`src/itc_pkg.sv`:
```
// constants for the interval time counter
package itc_pkg;
    localparam int        DW             = 8;
    // register addresses
    localparam logic [7:0] ADDR_CTRL     = 8'ha1;
    localparam logic [7:0] ADDR_FRAC     = 8'ha2;
    localparam logic [7:0] ADDR_SEC      = 8'ha3;
    localparam logic [7:0] ADDR_MIN      = 8'ha4;
    localparam logic [7:0] ADDR_HOUR     = 8'ha5;
    localparam logic [7:0] ADDR_INTERVAL_MATCH_VALUE   = 8'ha6;
    localparam logic [7:0] ADDR_STATUS   = 8'ha7;
    localparam logic [7:0] ADDR_MASK     = 8'ha8;
    // control field positions
    localparam int        CTRL_TIME_CLOCK_ENABLE      = 0;
    localparam int        CTRL_IEN       = 1;
    localparam int        CTRL_FLAG      = 2;
    localparam int        CTRL_SINGLE    = 3;
    localparam int        CTRL_SEL_LO    = 4;
    localparam int        CTRL_SEL_HI    = 5;
    localparam logic [7:0] CTRL_RESET    = 8'h00;
    // status and mask bits
    localparam int        ST_MATCH       = 0;
    localparam int        ST_DAY         = 1;
    // timebase select encodings
    localparam logic [1:0] SEL_FRAC      = 2'h0;
    localparam logic [1:0] SEL_SEC       = 2'h1;
    localparam logic [1:0] SEL_MIN       = 2'h2;
    localparam logic [1:0] SEL_HOUR      = 2'h3;
    // counting limits
    localparam logic [7:0] FRAC_MAX      = 8'h7f;
    localparam logic [7:0] SEC_MAX       = 8'h3b;
    localparam logic [7:0] MIN_MAX       = 8'h3b;
    localparam logic [7:0] HOUR_MAX      = 8'h17;
    // crystal and tick timing
    localparam int        XTAL_HZ        = 32768;
    localparam int        TICKS_PER_SEC  = 128;
    localparam int        XTAL_PER_TICK  = XTAL_HZ / TICKS_PER_SEC;
    localparam logic [7:0] IRQ_VECTOR    = 8'h53;
endpackage : itc_pkg

```
`src/itc_top.sv`:
```
// interval time counter with time-of-day registers and interrupt
//
// The plain strobed port was decided locally.
`timescale 1ns/1ps
module itc_top
    import itc_pkg::*;
#(
    parameter int XTAL_DIV = XTAL_PER_TICK
) (
    input  wire logic          clk,
    input  wire logic          resetn,
    input  wire logic          xtal_pin,
    input  wire logic          power_down,
    input  wire logic [7:0]    addr,
    input  wire logic [DW-1:0] wdata,
    input  wire logic          wr,
    input  wire logic          rd,
    output logic      [DW-1:0] rdata,
    output logic               irq,
    output logic               wake,
    output logic      [7:0]    irq_vector
);
    typedef struct packed {
        logic       sync1;
        logic       sync2;
        logic       prev;
        logic [7:0] div;
        logic [1:0] sel;
        logic       single;
        logic       flag;
        logic       ien;
        logic       time_clock_enable;
        logic [7:0] frac;
        logic [7:0] sec;
        logic [7:0] min;
        logic [7:0] hour;
        logic [7:0] icnt;
        logic [7:0] interval_match_value;
        logic [1:0] status;
        logic [1:0] mask;
        logic [7:0] rdata;
        logic       irq;
        logic       wake;
        logic [7:0] vec;
    } itc_state_t;

    localparam logic [7:0] DIV_LAST = 8'(XTAL_DIV - 1);

    itc_state_t s;
    itc_state_t n;
    logic       xedge;
    logic       tick;
    logic       fwrap;
    logic       swrap;
    logic       mwrap;
    logic       hwrap;
    logic       step;
    logic       match_evt;
    logic [7:0] cnt_inc;

    function automatic logic [7:0] itc_inc_wrap(input logic [7:0] v, input logic [7:0] max);
        itc_inc_wrap = (v >= max) ? 8'h00 : 8'(v + 8'h01);
    endfunction : itc_inc_wrap

    always_comb begin
        n         = s;
        // crystal pin synchroniser, only second stage is observed
        n.sync1   = xtal_pin;
        n.sync2   = s.sync1;
        n.prev    = s.sync2;
        xedge     = s.sync2 & ~s.prev;
        tick      = 1'b0;
        match_evt = 1'b0;
        cnt_inc   = 8'(s.icnt + 8'h01);
        n.wake    = 1'b0;
        // 1/128 s ticks derived from crystal edges
        if (s.time_clock_enable && xedge) begin
            if (s.div == DIV_LAST) begin
                n.div = 8'h00;
                tick  = 1'b1;
            end else begin
                n.div = 8'(s.div + 8'h01);
            end
        end
        fwrap = tick && (s.frac == FRAC_MAX);
        swrap = fwrap && (s.sec == SEC_MAX);
        mwrap = swrap && (s.min == MIN_MAX);
        hwrap = mwrap && (s.hour == HOUR_MAX);
        if (tick) begin
            n.frac = itc_inc_wrap(s.frac, FRAC_MAX);
        end
        if (fwrap) begin
            n.sec = itc_inc_wrap(s.sec, SEC_MAX);
        end
        if (swrap) begin
            n.min = itc_inc_wrap(s.min, MIN_MAX);
        end
        if (mwrap) begin
            n.hour = itc_inc_wrap(s.hour, HOUR_MAX);
        end
        // timebase selection, up to 256 steps of an hour
        case (s.sel)
            SEL_FRAC: step = tick;
            SEL_SEC:  step = fwrap;
            SEL_MIN:  step = swrap;
            default:  step = mwrap;
        endcase
        if (s.ien && step) begin
            if (cnt_inc == s.interval_match_value) begin
                match_evt = 1'b1;
                n.icnt    = 8'h00;
                if (s.single) begin
                    n.ien = 1'b0;
                end
            end else begin
                n.icnt = cnt_inc;
            end
        end
        // register writes
        if (wr) begin
            if (addr == ADDR_CTRL) begin
                n.sel    = wdata[CTRL_SEL_HI:CTRL_SEL_LO];
                n.single = wdata[CTRL_SINGLE];
                n.ien    = wdata[CTRL_IEN];
                n.time_clock_enable   = wdata[CTRL_TIME_CLOCK_ENABLE];
                if (!wdata[CTRL_FLAG]) begin
                    n.flag = 1'b0;
                end
            end else if (addr == ADDR_FRAC && !s.time_clock_enable) begin
                n.frac = wdata & FRAC_MAX;
            end else if (addr == ADDR_SEC && !s.time_clock_enable) begin
                n.sec = wdata;
            end else if (addr == ADDR_MIN && !s.time_clock_enable) begin
                n.min = wdata;
            end else if (addr == ADDR_HOUR && !s.time_clock_enable) begin
                n.hour = wdata;
            end else if (addr == ADDR_INTERVAL_MATCH_VALUE) begin
                n.interval_match_value = wdata;
            end else if (addr == ADDR_STATUS) begin
                n.status = s.status & ~wdata[1:0];
            end else if (addr == ADDR_MASK) begin
                n.mask = wdata[1:0];
            end
        end
        // disabling the time clock zeroes the timebase
        if (s.time_clock_enable && !n.time_clock_enable) begin
            n.div  = 8'h00;
            n.frac = 8'h00;
            n.sec  = 8'h00;
            n.min  = 8'h00;
            n.hour = 8'h00;
        end
        if (!n.ien) begin
            n.icnt = 8'h00;
        end
        // hardware sets win over software clears
        if (match_evt) begin
            n.flag             = 1'b1;
            n.status[ST_MATCH] = 1'b1;
            n.wake             = power_down && s.mask[ST_MATCH];
        end
        if (hwrap) begin
            n.status[ST_DAY] = 1'b1;
        end
        n.irq = |(n.status & n.mask);
        // read data one cycle after the strobe
        n.rdata = 8'h00;
        if (rd) begin
            if (addr == ADDR_CTRL) begin
                n.rdata = {2'b00, s.sel, s.single, s.flag, s.ien, s.time_clock_enable};
            end else if (addr == ADDR_FRAC) begin
                n.rdata = s.frac;
            end else if (addr == ADDR_SEC) begin
                n.rdata = s.sec;
            end else if (addr == ADDR_MIN) begin
                n.rdata = s.min;
            end else if (addr == ADDR_HOUR) begin
                n.rdata = s.hour;
            end else if (addr == ADDR_INTERVAL_MATCH_VALUE) begin
                n.rdata = s.interval_match_value;
            end else if (addr == ADDR_STATUS) begin
                n.rdata = {6'h00, s.status};
            end else if (addr == ADDR_MASK) begin
                n.rdata = {6'h00, s.mask};
            end
        end
    end

    always_ff @(posedge clk) begin
        if (!resetn) begin
            s     <= '0;
            s.vec <= IRQ_VECTOR;
        end else begin
            s <= n;
        end
    end

    assign rdata      = s.rdata;
    assign irq        = s.irq;
    assign wake       = s.wake;
    assign irq_vector = s.vec;
endmodule : itc_top

```
`config.mk`:
```
export PLATFORM = sky130hd
export DESIGN_NAME = itc_top
export DESIGN_NICKNAME = d
export VERILOG_FILES = /design/src/itc_pkg.sv /design/src/itc_top.sv
export SDC_FILE = /design/constraint.sdc
export NUM_CORES = 1
export LEC_CHECK = 0
export BUFFER_PORTS_ARGS = -buffer_cell sky130_fd_sc_hd__buf_2
export CAP_MARGIN = 20
export CORE_MARGIN = 4
export CORE_UTILIZATION = 49
export DETAILED_ROUTE_END_ITERATION = 7
export GPL_ROUTABILITY_DRIVEN = 1
export GPL_TIMING_DRIVEN = 0
export PLACE_DENSITY = 0.73
export SETUP_SLACK_MARGIN = 0.02
export SLEW_MARGIN = 40
export SYNTH_ARGS = -nofsm -noshare
export SYNTH_HDL_FRONTEND = slang
export SYNTH_SLANG_ARGS = --single-unit
export TNS_END_PERCENT = 30
```
`constraint.sdc`:
```
create_clock -name clk -period 2.66 [get_ports clk]
set_input_delay 0.399 -clock clk [delete_from_list [all_inputs] [get_ports clk]]
set_output_delay 0.399 -clock clk [all_outputs]
set_load 0.02 [all_outputs]
```
Yosys cells after proc, flatten, opt, wreduce, memory -nomap -nowiden. Cells that the tools add are included.

Register bits after elaboration: 79. Latch bits: 0. Bits in writable memories: 0. Bits in read-only memories: 0. Input bits: 22. Output and inout port bits: 18. Word-level logic and storage cells: 136. Memories kept: 0.

Add/subtract/negate cells: 6. Multipliers: 0. Divide/modulo/power cells: 0. $lt $le $gt $ge: 4. Eq/ne operators: 17. Shift-type cells: 0. Multiplexer cells: 50. Bitwise gates (word level): 12. Reduce and logical (&&, ||, !) cells: 26.

Operators by type and width (count): 8-bit two-way mux (20); 8-bit equality test, second input constant (9); 8-bit by 1-bit adder with 8-bit output, second input constant (6); 35-bit two-way mux (1); 32-bit two-way mux (1); 4-bit two-way mux (7); 24-bit two-way mux (1); 8-bit by 6-bit equality test with 1-bit output, second input constant (2); 8-bit by 6-bit greater-or-equal comparator with 1-bit output, second input constant (2); 16-bit two-way mux (1); 1-bit logical AND (12); 1-bit two-way mux (11); 2-bit two-way mux (5); 8-bit by 5-bit equality test with 1-bit output, second input constant (1); 8-bit by 7-bit equality test with 1-bit output, second input constant (1); 8-bit equality test (1); 8-bit by 5-bit greater-or-equal comparator with 1-bit output, second input constant (1); 8-bit by 7-bit greater-or-equal comparator with 1-bit output, second input constant (1); 1-bit inverter (8); 2-bit AND reduction (4); 7-bit AND reduction (1); 6-bit two-way mux (1); 2-bit AND (2); 2-bit nonzero test (2); 12 further kinds (14).

Depth between registers and ports, before layout. Gate-level depths: netlist (run 1).

Depth after elaboration: 17. Depth in mapped cells: 9. Depth with buffers taken out: 7.

Worst setup path after synthesis (run 1). No wires, ideal clock.

Kind: register to register. Start: register s[30] (netlist name). End: register s[36] (netlist name). Setup time: 120 ps. Arrival time: 2150 ps. Data required time: 2540 ps. Path slack: 389 ps. Stages on the path, launching flop included: 9. Path buffers: 2. Clock period less this slack: 2271 ps. Cells stage by stage: dfxtp_1 ha_1 buf_2 a21oi_1 or4_1 a2111o_1 buf_6 a21oi_1 o22ai_1.

Cells in the longest elaborated chain, start to end: 7. Elaborated cells on any way between the ends: 8. Those cells by class: 1 x add/sub; 1 x eq/ne; 5 x mux; 1 x reduce/logical.

Ends and longest elaborated chain: start: declaration (RTL line itc_top.sv:49) `itc_state_t s;`; start signal: assignment (RTL line itc_top.sv:194) `s <= n;`; 8-bit by 1-bit adder with 8-bit output * (RTL line itc_top.sv:74) `cnt_inc = 8'(s.icnt + 8'h01);`; 8-bit equality test (RTL line itc_top.sv:109) `if (cnt_inc == s.interval_match_value) begin`; 1-bit two-way mux (RTL line itc_top.sv:109); 1-bit two-way mux (RTL line itc_top.sv:108) `if (s.ien && step) begin`; 3-bit two-way mux (RTL line itc_top.sv:121) `if (addr == ADDR_CTRL) begin`; 35-bit two-way mux (RTL line itc_top.sv:120) `if (wr) begin`; 2-bit AND reduction (no line).

Every way passes the cells marked *; elsewhere a longest branch is shown, timed or not. The select of a mux whose other input is x is not followed. A chain may end at the register's enable or synchronous reset.

Final worst setup path (run 1). Ends and elaborated chain as after synthesis.

==> metrics.csv, run 1 <==
metric;value;unit
yosys.area_share.simple;0.2810;
synth_xor_area_frac;0.04298;
post_synth.cell_area_avg;7.977;sq um
highest_layer;met4;
io_pins;40;
critPathArrivalTime;2750;ps
drive_gt1_frac;0.1526;
area_delta_synth_final;12.84;%
outcome;complete, no violations;
yosysSeqAreaShare;0.3528;
maxCapViolCount;0;
cpPeakStageDelay;580;ps
grt_max_degree;15;
dpl.hpwl;9452;um
fin_crit_sh;0.9411;
insertion_delay;360;ps
wire_per_inst;17.58;um
clock-root-buffer;clkbuf_8;
cp-start-kind;register;
maxSlewHeadroom;0.4804;
hold_ws;250.6;ps
final-instance-count-excl-fill;724;
vias_per_cell;6.029;
cts.sinks;79;
track_usage;0.2351;
ys_types;72;
num_vias;4365;
min_period;2503;ps
drc;0;
rsz0062_at_grt;true;
wl_met3;943;um
synth_compound_area_frac;0.1956;
worstPathRequired;2910;ps
antenna_cells;0;
synth_edf_count;0;
syn_area;4483;sq um
synth.area.mux_share;0.04549;
synth_top_family_by_area;simple AND/OR/NAND/NOR gates;
fp.dieH;103.7;um
final_antenna_net_count;0;
numCtsBuffers;9;
max_freq;399.5;MHz
postSynthCellCount;562;
drt_first_pass_iters;6;
io_buffers;28;
async_flop_share;0;
wl_met1;5512;um
antenna_found_initial;0;
critPathCaptureType;register;
yosys_register_bits;79;
htree_levels;3;
cts_tree;yes;
post-place-ws;-349.7;ps
cts_buffer_depth;2;
grt_pass1_vias;3973;
worst_slew_pin_slew;775.1;ps
setup_violations;0;
initial_core_util;0.5091;
yosys.area_share.adder;0.01675;
rows;34;
place_congestion;0.9327;
synth_ff_type;dfxtp_1;
crit_fanout;10;
fp.dieW;103.7;um
power.leakage;1.824;nW
grt_pass1_wl;20590;um
ir_worst_vdd;0.2874;mV
fp.coreArea;8806;sq um
layout_setup_ws;156.7;ps
dieArea;10740;sq um
path_cells;ha_1 -> buf_2 -> a21oi_1 -> or4_1 -> a2111o_1 -> buf_6 -> nand3_1 -> o22ai_1;
p_total;2.352;mW
drt-initial-drc-count;366;
clock_skew;13.17;ps
clk_pin_slew_worst_paths;90;ps
path_class;register to register;
wirelength;12730;um
yosys_warnings;0;
place_inst;704;
slew_viol_final;0;
cp_slowest_cell;a2111o_1;
grt-ovfl-total;0;
hp-class;primary input to register;
power_density;464.9;nW/um^2
hold_viol;0;
nNetsFinal;639;
wl_met2;5954;um
## placed cells by master (no fill, tap or decap), types with 7 or more instances in the layout
| cell type | n |
|---|---|
| clkbuf_1 | 15 |
| nor2_1 | 55 |
| a21oi_1 | 32 |
| nor3_1 | 16 |
| inv_1 | 12 |
| mux2i_1 | 17 |
| nand4_1 | 11 |
| buf_4 | 21 |
| o21ai_0 | 32 |
| nand2_1 | 61 |
| conb_1 | 8 |
| a211oi_1 | 12 |
| xor2_1 | 12 |
| xnor2_1 | 10 |
| and2_1 | 7 |
| and3_1 | 8 |
| dfxtp_1 | 78 |
| a31oi_1 | 15 |
| clkbuf_8 | 9 |
| nand2b_1 | 11 |
| buf_2 | 32 |
| nand3_1 | 28 |
## Yosys cell counts, drive strengths merged, types with 7 or more instances
master / n / share of area
mux2i: 17 / 0.038
and2: 7 / 0.0098
nand4: 12 / 0.018
dfxtp: 79 / 0.35
inv: 12 / 0.010
buf: 25 / 0.038
o21ai: 36 / 0.040
a211oi: 13 / 0.023
nor2: 57 / 0.050
and3: 8 / 0.011
nand3: 28 / 0.031
a21oi: 32 / 0.036
clkbuf: 18 / 0.016
nand2: 61 / 0.051
xor2: 12 / 0.023
a31oi: 15 / 0.021
xnor2: 10 / 0.020
nand2b: 11 / 0.015
nor3: 19 / 0.023
## routing by layer
| layer | GRT usage | vias to the layer above |
|---|---|---|
| met2 | 0.3855 | 185 |
| met3 | 0.03545 | 31 |
| met1 | 0.3147 | 2033 |
| met4 | 0.08547 | 0 |
| met5 | 0 | - |
| li1 | - | 2116 |
## cell families (layout without fill, tap and decap cells)
family,after synthesis,count (layout)
other cells,2,8
fa+ha+maj,6,6
simple gates,242,242
buf+inv,55,103
xor+xnor,22,22
flops,79,79
mux,20,20
compound gates,136,136
## critical path, delay by kind of cell (launching register included)
| family | cells | cell delay [ps] |
|---|---|---|
| adders and majority gates | 1 | 160 |
| DFF | 1 | 410 |
| and+or+nand+nor | 2 | 650 |
| buffers and inverters | 2 | 410 |
| AOI/OAI and AO/OA | 3 | 770 |
## sequential cells by signal (all words and copies together), names as in the netlist
signal,cells
rdata,8
s,67
n,2
irq,1
wake,1
## path summary, 6_finish.rpt
path / startpoint / to / slack, ps / depth (start not counted)
setup / recovery: s[30]$_SDFFE_PN0N_ / s[36]$_SDFFE_PN0N_ / 160 / 8
hold / removal: xtal_pin / n[85]$_SDFF_PN0_ / 250 / 2
setup reg to reg: s[30]$_SDFFE_PN0N_ / s[36]$_SDFFE_PN0N_ / 160 / 8
hold reg to reg: n[85]$_SDFF_PN0_ / n[84]$_SDFF_PN0_ / 470 / 1
## stage by stage
step           setup TNS, ps  cell area [sq um]    util
2_1_floorplan              0               4506       -
3_3_place_gp           -6128               4781  0.5429
3_5_place_dp           -7887               4787  0.5436
4_1_cts                    0               5006  0.5685
5_1_grt                    0               5059  0.5745
6_report                   0               5059  0.5745
## power breakdown
part	total [mW]	leakage (nW)	switching (mW)	internal (mW)
combinational	0.151	1.08	0.102	0.0493
clock	1.00	0.110	0.470	0.530
sequential	1.20	0.637	0.0103	1.19
## timing repair
action | in CTS | in global routing
endpoints found under the setup margin | 0 | 36
resized for setup | 0 | 7
hold buffers | 0 | 0
setup buffers | 0 | 4
## cell type report
class                      instances  area, sq um
buffer                            43        241.5
sequential                        79         1583
inverter                          12        45.04
clock inverter                     7        95.09
timing repair buffer              32        170.2
tap                              108        135.1
fill                             842         3747
multi-input combinational        434         2665
clock buffer                       9        123.9
Power figures use the tool's default switching activity.
==> inputs of run 2 (changes only) <==
- REMOVE_ABC_BUFFERS: not set -> 1
==> run 2 against run 1 <==
Clock skew shrank 3.0 ps. Sequential power is essentially flat. Register-to-register slack lost 40 ps. Clock power grew 21%. Combinational power shrank 13%. Via count shrank 1.2%. Non-clock buffer count shrank 40. Die area is the same. Core utilization shrank 1.8 points. Flip-flop and latch count is the same. Critical path type unchanged. Critical endpoint is now irq$_SDFF_PN0_.
==> metrics.csv, run 2 (synthesis results as in run 1) <==
metric;value;unit;change
vias_per_cell;6.307;;was 6.029
crit_fanout;16;;was 10
cts.sinks;79;;unchanged
initial_core_util;0.5091;;unchanged
combPwrFrac;0.052;;was 0.064
rows;34;;unchanged
hold_buffers;0;;unchanged
hp-class;primary input to register;;unchanged
power.leakage;1.722;nW;was 1.824 nW
seqPwrFrac;0.473;;was 0.510
setup_violations;0;;unchanged
fp.dieW;103.7;um;unchanged
ir_worst_vdd;0.2456;mV;was 0.2874 mV
area_delta_synth_final;9.378;%;was 12.84%
grt_max_degree;31;;was 15
cp-start-kind;register;;unchanged
fp.coreArea;8806;sq um;unchanged
fin_crit_sh;0.9557;;was 0.9411
io_buffers;31;;was 28
antenna_found_initial;0;;unchanged
grt_pass1_vias;3873;;was 3973
clock-root-buffer;clkbuf_8;;unchanged
hold_viol;0;;unchanged
worstPathRequired;2960;ps;was 2910 ps
wire_per_inst;18.06;um;was 17.58 um
critPathCaptureType;register;;unchanged
final_cell_mix;77 x dfxtp_1, 61 x nand2_1, 55 x nor2_1;;was 78 x dfxtp_1, 61 x nand2_1, 55 x nor2_1
dpl.hpwl;8740;um;was 9452 um
worst_slew_pin_slew;719.2;ps;was 775.1 ps
insertion_delay;360;ps;about the same
htree_levels;3;;unchanged
min_period;2542;ps;was 2503 ps
wirelength;12350;um;was 12730 um
final_antenna_net_count;0;;unchanged
fp.dieH;103.7;um;unchanged
power.switching;566.5;uW;was 582.5 uW
largest_reg_flops;67;;unchanged
slew_viol_final;0;;unchanged
clk_pin_slew_worst_paths;90;ps;about the same
path_class;register to register;;unchanged
layout_setup_ws;117.9;ps;was 156.7 ps
maxSlewHeadroom;0.5205;;was 0.4804
outcome;complete, no violations;;unchanged
track_usage;0.2223;;was 0.2351
dieArea;10740;sq um;unchanged
switching_share;0.2229;;was 0.2477
drc;0;;unchanged
intPower;1.975;mW;was 1.769 mW
rsz0062_at_grt;false;;was true
place_congestion;0.9407;;was 0.9327
clock_power_share;0.475;;was 0.425
post_dp_cell_area;4572;sq um;was 4787 sq um
drive_gt1_frac;0.1319;;was 0.1526
antenna_cells;0;;unchanged
nNetsFinal;599;;was 639
grt-ovfl-total;0;;unchanged
drt-initial-drc-count;452;;was 366
final.setup.tns;0;ps;unchanged
drt_first_pass_iters;6;;unchanged
clock_skew;10.16;ps;was 13.17 ps
post-route-util;0.5568;;was 0.5745
post-place-ws;-283.2;ps;was -349.7 ps
io_pins;40;;unchanged
power_density;518.3;nW/um^2;was 464.9 nW/um^2
maxCapViolCount;0;;unchanged
critPathArrivalTime;2850;ps;was 2750 ps
rr_worst_depth;6;;was 8
final_common_cell;dfxtp_1;;unchanged
regMostFlops;s;;unchanged
num_vias;4314;;was 4365
cts_tree;yes;;unchanged
grt_pass1_wl;19510;um;was 20590 um
cts_buffer_depth;2;;unchanged
final_area;4903;sq um;was 5059 sq um
hold_depth;2;;unchanged
numCtsBuffers;9;;unchanged
p_total;2.542;mW;was 2.352 mW
max_freq;393.4;MHz;was 399.5 MHz
## run 2: cell count changes in the layout (fill, tap and decap cells not counted), sizes merged
cell | before | now
buf | 57 | 35
clkbuf | 27 | 11
bufinv | 2 | 4
clkinv | 3 | 1
clkinvlp | 1 | 0
inv | 13 | 12
## run 2: power by group through the flow
stage,sequential [mW],combinational [mW],clock (mW)
CTS,1.20,0.128,1.22
global placement,1.23,0.124,0
global route,1.20,0.143,1.26
detailed placement,1.23,0.127,0
floorplan,1.23,0.0647,0
finish,1.20,0.132,1.21
## run 2: worst paths after layout
check                startpoint               end  slack [ps]
max reg2reg  s[34]$_SDFFE_PN0N_    irq$_SDFF_PN0_         120
max          s[34]$_SDFFE_PN0N_    irq$_SDFF_PN0_         120
min reg2reg    n[85]$_SDFF_PN0_  n[84]$_SDFF_PN0_         450
min                    xtal_pin  n[85]$_SDFF_PN0_         240
## run 2: per-layer routing
layer / vias up / routed length, um / part of all wire / GRT usage
met3: 35 / 887 / 0.072 / 0.04975
li1: 2043 / - / - / -
met1: 2046 / 5477 / 0.44 / 0.2913
met2: 190 / 5671 / 0.46 / 0.3626
met5: - / 0 / 0 / 0
met4: 0 / 315 / 0.026 / 0.07502
## run 2: repair_timing
action	CTS	global route
setup endpoints to repair	11	31
endpoints found under the hold margin	0	0
setup buffers	0	4
pin swaps	0	2
resized for setup	2	5
## run 2: critical path, stage by stage (launching register included)
cell and delay [ps]:
dfxtp_1 510, and4_4 290, a21oi_1 80, or4_1 510, a2111o_2 650, o2bb2ai_1 280
a22o_1 160
## run 2: final cells by class
class | instances | area, sq um
Sequential cell | 79 | 1584
Multi-Input combinational cell | 434 | 2684
Clock inverter | 5 | 128.9
Fill cell | 820 | 3902
Tap cell | 108 | 135.1
Inverter | 12 | 45.04
Timing Repair Buffer | 35 | 185.2
Clock buffer | 11 | 141.4
## run 2: stage by stage
stage          std cells  hold slack [ps]
6_report             684            238.2
5_1_grt              684            232.6
4_1_cts              680            225.0
3_5_place_dp         664            427.7
3_3_place_gp         664            416.2
2_1_floorplan        525            411.8
==> inputs of run 3 (changes only) <==
- CORE_UTILIZATION: 49 -> 57
- PLACE_DENSITY: 0.73 -> 0.82
==> run 3 against run 2 <==
Cell area is 2.9% lower. Final cell count is 1.6% lower. Die area fell by 13%. Combinational power about the same. Critical endpoint is now s[33]$_SDFFE_PN0N_. Highest routed layer unchanged.
==> metrics.csv, run 3 (synthesis results as in run 1) <==
metric;value;unit;change
outcome;complete, no violations;;unchanged
grt_pass1_wl;18630;um;was 19510 um
post-place-ws;-187.5;ps;was -283.2 ps
max_freq;394.8;MHz;was 393.4 MHz
layout_setup_ws;127.2;ps;was 117.9 ps
fin_crit_sh;0.9522;;was 0.9557
io_pins;40;;unchanged
clock-root-buffer;clkbuf_8;;unchanged
final_antenna_net_count;0;;unchanged
io_buffers;31;;unchanged
regMostFlops;s;;unchanged
fp.coreArea;7687;sq um;was 8806 sq um
cp-start-kind;primary input;;was register
place_congestion;0.9503;;was 0.9407
num_vias;4241;;was 4314
ir_worst_vdd;0.2746;mV;was 0.2456 mV
antenna_cells;0;;unchanged
min_period;2533;ps;was 2542 ps
nNetsFinal;595;;was 599
hp-class;primary input to register;;unchanged
clock_skew;8.411;ps;was 10.16 ps
hold_viol;0;;unchanged
power_density;450.6;nW/um^2;was 518.3 nW/um^2
critPathCaptureType;register;;unchanged
switching_share;0.2578;;was 0.2229
fp.dieW;96.69;um;was 103.7 um
maxSlewHeadroom;0.4560;;was 0.5205
regArea;1583;sq um;was 1584 sq um
clk_pin_slew_worst_paths;80;ps;was 90 ps
worstPathRequired;2930;ps;was 2960 ps
dpl.hpwl;8431;um;was 8740 um
grt_pass1_vias;3833;;was 3873
fp.dieH;96.69;um;was 103.7 um
power.leakage;1.639;nW;was 1.722 nW
final_cell_mix;78 x dfxtp_1, 61 x nand2_1, 55 x nor2_1;;was 77 x dfxtp_1, 61 x nand2_1, 55 x nor2_1
largest_reg_flops;67;;unchanged
maxCapViolCount;0;;unchanged
drt-initial-drc-count;451;;was 452
setup_violations;0;;unchanged
grt_max_degree;31;;unchanged
drive_gt1_frac;0.1191;;was 0.1319
n_fill_cell;725;;was 820
crit_fanout;19;;was 16
grt-ovfl-total;0;;unchanged
numCtsBuffers;9;;unchanged
critPathArrivalTime;2800;ps;was 2850 ps
p_total;2.145;mW;was 2.542 mW
intPower;1.592;mW;was 1.975 mW
rows;32;;was 34
dieArea;9348;sq um;was 10740 sq um
cts_setup_buffers;0;;unchanged
clock_power_share;0.378;;was 0.475
cts.sinks;79;;unchanged
antenna_found_initial;0;;unchanged
seqPwrFrac;0.561;;was 0.473
multi_input_area;2678;sq um;was 2684 sq um
combPwrFrac;0.061;;was 0.052
htree_levels;3;;unchanged
insertion_delay;350;ps;was 360 ps
power.switching;552.9;uW;was 566.5 uW
rsz0062_at_grt;true;;was false
vias_per_cell;6.302;;was 6.307
cts_buffer_depth;2;;unchanged
initial_core_util;0.5832;;was 0.5091
track_usage;0.2412;;was 0.2223
worst_slew_pin_slew;809.2;ps;was 719.2 ps
drt_first_pass_iters;7;;was 6
final_common_cell;dfxtp_1;;unchanged
hold_ws;272.2;ps;was 238.2 ps
drc;0;;unchanged
path_class;primary input to register;;was register to register
slew_viol_final;0;;unchanged
wire_per_inst;17.27;um;was 18.06 um
area_delta_synth_final;6.196;%;was 9.378%
cts_tree;yes;;unchanged
final.setup.tns;0;ps;unchanged
wirelength;11620;um;was 12350 um
## run 3: what timing repair did
item                       CTS  global route
hold buffers                 0             0
gates resized for setup      1             7
pin swaps                    0             1
setup endpoints to repair    1            25
## run 3: power groups by stage
stage / Combinational (mW) / Clock (mW) / Sequential [mW]
floorplan: 0.0647 / 0 / 1.23
global placement: 0.123 / 0 / 1.23
detailed placement: 0.126 / 0 / 1.23
CTS: 0.127 / 0.828 / 1.20
global route: 0.140 / 0.874 / 1.20
finish: 0.131 / 0.811 / 1.20
## run 3: worst max-delay path, cell delays in order
cell      delay (ps)
buf_2            330
nand2b_1         180
nor4_2           710
mux2_2           480
a41oi_1          450
a31oi_1           80
o22ai_1          170
## run 3: layer usage
metal / GRT usage / vias to the layer above / part of all wire
li1: - / 2032 / -
met1: 0.3189 / 1934 / 0.42
met2: 0.3790 / 226 / 0.46
met3: 0.03389 / 49 / 0.083
met4: 0.1328 / 0 / 0.045
met5: 0 / - / 0
## run 3: area by class of cell
type / count / area share
Multi-Input combinational cell: 434 / 0.5624
Sequential cell: 79 / 0.3325
Timing Repair Buffer: 31 / 0.03259
Clock buffer: 11 / 0.02970
Tap cell: 102 / 0.02681
Inverter: 12 / 0.009461
Clock inverter: 4 / 0.006570
## run 3: worst paths after layout
path | start | end | slack [ps] | cells past startpoint
setup / recovery | addr[0] | s[33]$_SDFFE_PN0N_ | 130 | 7
setup reg to reg | s[34]$_SDFFE_PN0N_ | wake$_SDFF_PN0_ | 190 | 6
hold reg to reg | n[85]$_SDFF_PN0_ | n[84]$_SDFF_PN0_ | 470 | 1
hold / removal | xtal_pin | n[85]$_SDFF_PN0_ | 270 | 2
## run 3: through the flow
step                area (sq um)    util  cells
global placement            4548  0.5916    658
global route                4761  0.6193    673
CTS                         4735  0.6159    673
detailed placement          4559  0.5931    658
floorplan                   4265       -    525
finish                      4761  0.6193    673
